**src/rtl/lsg_port_defs.vh**
```
// Constants for the LCD-shared general-purpose ports 7 and 8.
// Assumes a byte-wide register port with byte addresses as printed.
`ifndef LSG_PORT_DEFS_VH
`define LSG_PORT_DEFS_VH

`define LSG_ADDR_W          16
`define LSG_ADDR_A7_LATCH   16'hffda
`define LSG_ADDR_B8_LATCH   16'hffdb
`define LSG_ADDR_A7_DIR     16'hffea
`define LSG_ADDR_B8_DIR     16'hffeb
`define LSG_ADDR_LCD_CTRL   16'hfff0
`define LSG_ADDR_PIN_STATUS 16'hfff1
`define LSG_ADDR_POWER_MODE 16'hfff2

`define LSG_LATCH_RESET     8'h00
`define LSG_DIR_RESET       8'h00
`define LSG_DIR_READ        8'hff
`define LSG_CTRL_RESET      8'h00
`define LSG_UNMAPPED_READ   8'h00

// Control register fields: segment select in [3:0], expansion in [4].
`define LSG_SEG_SEL_HI      3
`define LSG_SEG_SEL_LO      0
`define LSG_EXP_BIT         4

// Power-mode encoding written by the system power controller.
`define LSG_PM_W            3
`define LSG_PM_ACTIVE       3'h0
`define LSG_PM_SUBACTIVE    3'h1
`define LSG_PM_SLEEP        3'h2
`define LSG_PM_SUBSLEEP     3'h3
`define LSG_PM_WATCH        3'h4
`define LSG_PM_STANDBY      3'h5

// First segment numbers carried by each pin group.
`define LSG_A7_SEG_BASE     17
`define LSG_B8_LOW_SEG_BASE 25

`endif

```
**src/rtl/lsg_pin_cell.v**
```verilog
// One port pin cell: function select, hold and read-back for one pin.
// Assumes the pin input is already synchronised to clock.
`timescale 1ns/1ps
module lsg_pin_cell (
   input  wire clock,
   input  wire reset,
   input  wire isGpio,
   input  wire altDrive,
   input  wire altLevel,
   input  wire dirBit,
   input  wire latchBit,
   input  wire pinSync,
   input  wire hold,
   input  wire float,
   output reg  pinOut,
   output reg  pinOe,
   output wire readBit
);
   reg next_pinOut;
   reg next_pinOe;

   // Function choice is combinational from the live control bits.
   always @* begin
      if (isGpio) begin
         next_pinOe  = dirBit;
         next_pinOut = dirBit & latchBit;
      end else begin
         next_pinOe  = altDrive;
         next_pinOut = altLevel;
      end
   end

   // Hold freezes the pin registers so the pad keeps its last state.
   always @(posedge clock) begin
      if (reset) begin
         pinOut <= 1'h0;
         pinOe  <= 1'h0;
      end else if (float) begin
         pinOut <= 1'h0;
         pinOe  <= 1'h0;
      end else if (!hold) begin
         pinOut <= next_pinOut;
         pinOe  <= next_pinOe;
      end
   end

   assign readBit = dirBit ? latchBit : pinSync;
endmodule // lsg_pin_cell

```
**src/rtl/lsg_ports.v**
```verilog
// Ports 7 and 8 with LCD segment and expansion-driver sharing.
// Assumes a single-cycle register port on clock; pins are asynchronous
// and pass two flip-flops; segment and expansion levels come from the
// LCD controller on the same clock; powerMode from the power controller.
//
// Notes on behaviour
// - Port 7: field 00xx GPIO, else segment n+17.
// - Port 7 floats in reset/standby, holds subsleep.
// - Port 8 latch holds eight output bits.
// - Port 8 read: latch if output, else pin.
// - Port 8 latch resets to zero.
// - Port 8 direction one drives, zero inputs.
// - Direction and latch act only in GPIO.
// - Port 8 direction write-only, reads all ones.
// - Port 8 direction resets to zero.
// - Field 0000 with expansion: pins 7-4 expansion signals.
// - Port 8 upper: 000x GPIO, else segments 32-29.
// - Port 8 lower: 000x GPIO, else segment n+25.
// - Port 8 floats reset/standby, holds sleep/subsleep/watch.
// - Port 7 read mixes latch and pin; zero reset.
// - Port 7 direction write-only, all ones, resets zero.
//
// Chosen here: the plain strobed port.
`timescale 1ns/1ps
`include "lsg_port_defs.vh"
module lsg_ports #(
   parameter WIDTH = 8
) (
   input  wire                   clock,
   input  wire                   reset,
   input  wire [`LSG_ADDR_W-1:0] address,
   input  wire [7:0]             writeData,
   input  wire                   writeStrobe,
   input  wire                   readStrobe,
   output reg  [7:0]             readData,
   input  wire [`LSG_PM_W-1:0]   powerMode,
   input  wire [15:0]            segmentLevel,
   input  wire                   latchClockOut,
   input  wire                   shiftClockOut,
   input  wire                   serialDataOut,
   input  wire                   acDriveOut,
   input  wire [WIDTH-1:0]       portA7In,
   output wire [WIDTH-1:0]       portA7Out,
   output wire [WIDTH-1:0]       portA7Oe,
   input  wire [WIDTH-1:0]       portB8In,
   output wire [WIDTH-1:0]       portB8Out,
   output wire [WIDTH-1:0]       portB8Oe,
   output wire [3:0]             segmentSelectField,
   output wire                   expansionSelectBit
);
   reg  [WIDTH-1:0] portA7OutputLatch;
   reg  [WIDTH-1:0] portA7Direction;
   reg  [WIDTH-1:0] portB8OutputLatch;
   reg  [WIDTH-1:0] portB8Direction;
   reg  [7:0]       lcdPortControlReg;
   reg  [WIDTH-1:0] a7Meta;
   reg  [WIDTH-1:0] a7Sync;
   reg  [WIDTH-1:0] b8Meta;
   reg  [WIDTH-1:0] b8Sync;
   wire [WIDTH-1:0] a7Read;
   wire [WIDTH-1:0] b8Read;
   reg  [7:0]       next_readData;

   assign segmentSelectField =
      lcdPortControlReg[`LSG_SEG_SEL_HI:`LSG_SEG_SEL_LO];
   assign expansionSelectBit = lcdPortControlReg[`LSG_EXP_BIT];

   // Function decode of the segment select field.
   wire a7Gpio  = (segmentSelectField[3:2] == 2'h0);
   wire b8Gpio  = (segmentSelectField[3:1] == 3'h0);
   wire expMode = (segmentSelectField == 4'h0) &
                  expansionSelectBit;
   // With the field at 0001 the expansion bit does not apply, so the
   // upper pins stay GPIO; only 0000 with the bit set selects it.
   wire b8HiGpio = b8Gpio & ~expMode;

   // Power-mode handling per port; active and subactive run normally.
   wire isStandby = (powerMode == `LSG_PM_STANDBY);
   wire a7Hold    = (powerMode == `LSG_PM_SUBSLEEP);
   wire b8Hold    = (powerMode == `LSG_PM_SLEEP) |
                    (powerMode == `LSG_PM_SUBSLEEP) |
                    (powerMode == `LSG_PM_WATCH);

   // Pins are asynchronous; only the second stage is read by logic.
   always @(posedge clock) begin
      if (reset) begin
         a7Meta <= {WIDTH{1'h0}};
         a7Sync <= {WIDTH{1'h0}};
         b8Meta <= {WIDTH{1'h0}};
         b8Sync <= {WIDTH{1'h0}};
      end else begin
         a7Meta <= portA7In;
         a7Sync <= a7Meta;
         b8Meta <= portB8In;
         b8Sync <= b8Meta;
      end
   end

   // Register writes.
   always @(posedge clock) begin
      if (reset) begin
         portA7OutputLatch <= `LSG_LATCH_RESET;
         portA7Direction   <= `LSG_DIR_RESET;
         portB8OutputLatch <= `LSG_LATCH_RESET;
         portB8Direction   <= `LSG_DIR_RESET;
         lcdPortControlReg <= `LSG_CTRL_RESET;
      end else if (writeStrobe) begin
         case (address)
            `LSG_ADDR_A7_LATCH: portA7OutputLatch <= writeData;
            `LSG_ADDR_A7_DIR:   portA7Direction   <= writeData;
            `LSG_ADDR_B8_LATCH: portB8OutputLatch <= writeData;
            `LSG_ADDR_B8_DIR:   portB8Direction   <= writeData;
            `LSG_ADDR_LCD_CTRL: lcdPortControlReg <= writeData;
            default: ;
         endcase
      end
   end

   // Read mux; data stand for exactly the cycle after the strobe.
   always @* begin
      case (address)
         `LSG_ADDR_A7_LATCH:   next_readData = a7Read;
         `LSG_ADDR_A7_DIR:     next_readData = `LSG_DIR_READ;
         `LSG_ADDR_B8_LATCH:   next_readData = b8Read;
         `LSG_ADDR_B8_DIR:     next_readData = `LSG_DIR_READ;
         `LSG_ADDR_LCD_CTRL:   next_readData = lcdPortControlReg;
         `LSG_ADDR_PIN_STATUS: next_readData =
            {5'h00, expMode, b8Gpio, a7Gpio};
         `LSG_ADDR_POWER_MODE: next_readData = {5'h00, powerMode};
         default:              next_readData = `LSG_UNMAPPED_READ;
      endcase
   end

   always @(posedge clock) begin
      if (reset)
         readData <= 8'h00;
      else if (readStrobe)
         readData <= next_readData;
      else
         readData <= 8'h00;
   end

   // Expansion signals on pins 7 to 4 in that order.
   wire [3:0] expLevel = {latchClockOut, shiftClockOut,
                          serialDataOut, acDriveOut};

   genvar n;
   generate
      for (n = 0; n < WIDTH; n = n + 1) begin : g_pin
         // Port 7 pin n carries segment n+17; bit 0 of the bus is 17.
         lsg_pin_cell u_a7 (
            .clock    (clock),
            .reset    (reset),
            .isGpio   (a7Gpio),
            .altDrive (1'h1),
            .altLevel (segmentLevel[n]),
            .dirBit   (portA7Direction[n]),
            .latchBit (portA7OutputLatch[n]),
            .pinSync  (a7Sync[n]),
            .hold     (a7Hold),
            .float    (isStandby),
            .pinOut   (portA7Out[n]),
            .pinOe    (portA7Oe[n]),
            .readBit  (a7Read[n])
         );
         // Port 8 pin n carries segment n+25, bus bit n+8.
         if (n >= 4) begin : g_hi
            lsg_pin_cell u_b8 (
               .clock    (clock),
               .reset    (reset),
               .isGpio   (b8HiGpio),
               .altDrive (1'h1),
               .altLevel (expMode ? expLevel[n-4]
                                  : segmentLevel[n+8]),
               .dirBit   (portB8Direction[n]),
               .latchBit (portB8OutputLatch[n]),
               .pinSync  (b8Sync[n]),
               .hold     (b8Hold),
               .float    (isStandby),
               .pinOut   (portB8Out[n]),
               .pinOe    (portB8Oe[n]),
               .readBit  (b8Read[n])
            );
         end else begin : g_lo
            lsg_pin_cell u_b8 (
               .clock    (clock),
               .reset    (reset),
               .isGpio   (b8Gpio),
               .altDrive (1'h1),
               .altLevel (segmentLevel[n+8]),
               .dirBit   (portB8Direction[n]),
               .latchBit (portB8OutputLatch[n]),
               .pinSync  (b8Sync[n]),
               .hold     (b8Hold),
               .float    (isStandby),
               .pinOut   (portB8Out[n]),
               .pinOe    (portB8Oe[n]),
               .readBit  (b8Read[n])
            );
         end
      end
   endgenerate
endmodule // lsg_ports
```
**config.mk**
```make
export PLATFORM = sky130hd
export DESIGN_NAME = lsg_ports
export DESIGN_NICKNAME = d
export VERILOG_FILES = /design/src/rtl/lsg_pin_cell.v /design/src/rtl/lsg_ports.v
export VERILOG_INCLUDE_DIRS = /design/src /design/src/rtl
export SDC_FILE = /design/constraint.sdc
export NUM_CORES = 1
export LEC_CHECK = 0
export ABC_CLOCK_PERIOD_IN_PS = 1940
export BUFFER_PORTS_ARGS = -buffer_cell sky130_fd_sc_hd__buf_2
export CAP_MARGIN = 10
export CORE_MARGIN = 4
export CORE_UTILIZATION = 53
export DETAILED_ROUTE_END_ITERATION = 6
export PLACE_DENSITY = 0.82
export SYNTH_ARGS = -nofsm -noshare
export SYNTH_HDL_FRONTEND = slang
export SYNTH_SLANG_ARGS = --single-unit
```
**constraint.sdc**
```tcl
create_clock -name clock -period 1.94 [get_ports clock]
set_input_delay 0.097 -clock clock [delete_from_list [all_inputs] [get_ports clock]]
set_output_delay 0.097 -clock clock [all_outputs]
set_load 0.01 [all_outputs]
```
==> results.json <==
{
  "status": "finished clean",
  "grt_max_degree": 52,
  "cts_tree": "yes",
  "power_density_nw_per_um2": 726,
  "ir_drop_mv": 0.399,
  "die_x_um": 102,
  "finalCriticalPeriod_ps": 1700,
  "die_h_um": 102,
  "seq_area_frac_synth": 0.476,
  "routed_via_density": 5.44,
  "port_buffers": 111,
  "placed_area_um2": 5110,
  "clock_latency_ps": 370,
  "setup_ws_ps": 241,
  "worst_pin_slew_ps": 536,
  "drt-total-wl_um": 11400,
  "register_area_um2": 2240,
  "antenna_found_initial": 0,
  "drc": 0,
  "synth_top_area_frac": 0.476,
  "synth.ff_latch_count": 112,
  "worstPathMaxFanout": 9,
  "slew_headroom": 0.640,
  "fin_area_um2": 5530,
  "min_period_over_period": 0.876,
  "gp_congestion": 0.919,
  "cts_buffers": 9,
  "final_nets": 684,
  "syn-num-nets": 588,
  "fin_skew_ps": 14.9,
  "min-delay-start": "powerMode[0]",
  "end_kind": "flip-flop",
  "numClockSinks": 112,
  "final_max_slew_viol_count": 0,
  "slowest_stage": "or3_1",
  "critPathLaunchType": "flip-flop",
  "tns_ps": 0,
  "finalSetupViolCount": 0,
  "max_stage_delay_ps": 540,
  "r2r-start": "lcdPortControlReg[1]$_SDFFE_PP0P_",
  "post_cts_buffers": 0,
  "startpoint": "lcdPortControlReg[1]$_SDFFE_PP0P_",
  "drv_cap": 0,
  "hp-class": "input pin to flip-flop",
  "grt_pass1_vias": 3675,
  "synth.area.top_cells": "dfxtp_1, mux2i_1, buf_4",
  "final_core_util": 0.638,
  "fmax_mhz": 589,
  "routedWlPerCell_um": 15.6,
  "crit_chain": "or3_1 -> or3_4 -> o22ai_1 -> nor2_1",
  "rsz0062_at_grt": "no",
  "multi_input_area_um2": 2090,
  "critPathKind": "flip-flop to flip-flop",
  "final_cell_mix": "dfxtp_1, buf_2, nor2_1, nand2_1, nor2b_1",
  "antenna_left": 0,
  "syn_area_um2": 4710,
  "synthToLayoutAreaGrowth_pct": 17.5,
  "worstPathRequired_ps": 2190,
  "post-dp-hpwl_um": 8250,
  "synth_cell_types": 42,
  "rows": 34,
  "path_clk_slew_ps": 100,
  "drtPass1Iterations": 6,
  "die_area_um2": 10500,
  "pre_cts_ws_ps": 273,
  "start_util": 0.543,
  "vias": 3972,
  "synthCells": 521,
  "finalHoldViolCount": 0,
  "yosys_warnings": 0,
  "yosys.area.top_type": "dfxtp_1",
  "total_leakage_power_nw": 2.42,
  "overflow": 0,
  "cts_max_path_buffers": 2,
  "crit_arrival_ps": 1950,
  "track_usage": 0.220,
  "avgSynthCellArea_um2": 9.04,
  "mostFrequentLayoutCell": "dfxtp_1",
  "initialDrtViolationCount": 281,
  "core_um2": 8680,
  "pin_count": 112,
  "layout-drive-gt1-share": 0.244,
  "cts-root-buf": "clkbuf_8",
  "holdWs_ps": 26.1,
  "nFillCells": 739,
  "antenna_cells": 0,
  "grt_first_pass_wirelength_um": 17800,
  "h-tree-depth": 3
}
-- metal layers --
metal / GRT usage / share of wire / vias up
li1: - / - / 1945
met1: 0.278 / 0.42 / 1843
met2: 0.379 / 0.49 / 159
met3: 0.0382 / 0.071 / 25
met4: 0.0747 / 0.022 / 0
met5: 0 / 0 / -
-- layout make-up --
cell class / instances / area share
clock inverters: 5 / 0.00724
repair buffers: 147 / 0.160
flip-flops and latches: 112 / 0.405
well taps: 108 / 0.0244
multi-input cells: 347 / 0.377
clock buffers: 11 / 0.0256
-- synth_stat cells (all sizes together) --
library cell  count
dfxtp           112
nor2             78
nand2            46
buf              45
nor2b            42
mux2i            38
a211oi           22
a21oi            18
clkbuf           17
nand3            16
nor3             13
and3             10
a311oi            8
nand2b            8
o211ai            8
o21ai             7
o22ai             6
a31oi             5
nand3b            3
nor4              3
a221o             2
and2              2
mux2              2
nand4             2
or2               2
or3               2
a22oi             1
and4b             1
nand4bb           1
o21bai            1
-- where the power goes --
part	switching [mW]	internal [mW]
Sequential	0.0196	2.35
Clock	0.782	0.516
Combinational	0.187	0.164
-- through the flow --
step	instances	power, mW
4_1_cts	730	4.04
5_1_grt	730	4.18
3_3_place_gp	690	2.73
2_1_floorplan	521	2.61
6_report	730	4.02
3_5_place_dp	690	2.74
-- cells by family after synthesis --
logic type | after synthesis | share of synthesized area
AOI/OAI and AO/OA | 78 | 0.111
and+or+nand+nor | 229 | 0.246
DFF | 112 | 0.476
buffers and inverters | 62 | 0.0813
muxes | 40 | 0.0855
-- critical path: cells and delay by family, from the launching register on --
| family | cells | cell delay (ps) |
|---|---|---|
| compound gates | 1 | 160 |
| simple gates | 3 | 1060 |
| flops | 1 | 370 |
-- registers in the layout (all words and copies together), names as in the netlist --
name / cells
a7Meta: 8
readData: 8
g_pin.g_hi.u_b8.pinOe: 4
lcdPortControlReg: 8
b8Meta: 8
portA7Direction: 8
portA7OutputLatch: 8
g_pin.g_hi.u_b8.pinOut: 4
g_pin.g_lo.u_b8.pinOe: 4
portB8Direction: 8
a7Sync: 8
g_pin.u_a7.pinOut: 8
g_pin.u_a7.pinOe: 8
b8Sync: 8
g_pin.g_lo.u_b8.pinOut: 4
portB8OutputLatch: 8
-- what timing repair did --
item	CTS	global route
hold endpoints to repair	24	0
hold buffers	24	0
endpoints found under the setup margin	0	0
gates resized for setup	0	0
-- path summary, 6_finish.rpt --
kind	to	slack [ps]	cells past startpoint
worst max-delay path	g_pin[4].g_hi.u_b8.pinOe$_SDFFE_PP0N_	240	4
worst min register to register	b8Sync[4]$_SDFF_PP0_	440	1
worst max register to register	g_pin[4].g_hi.u_b8.pinOe$_SDFFE_PP0N_	240	4
worst min-delay path	readData[0]$_SDFF_PP0_	30	3
Note: power is estimated with default switching activity, not from simulation.
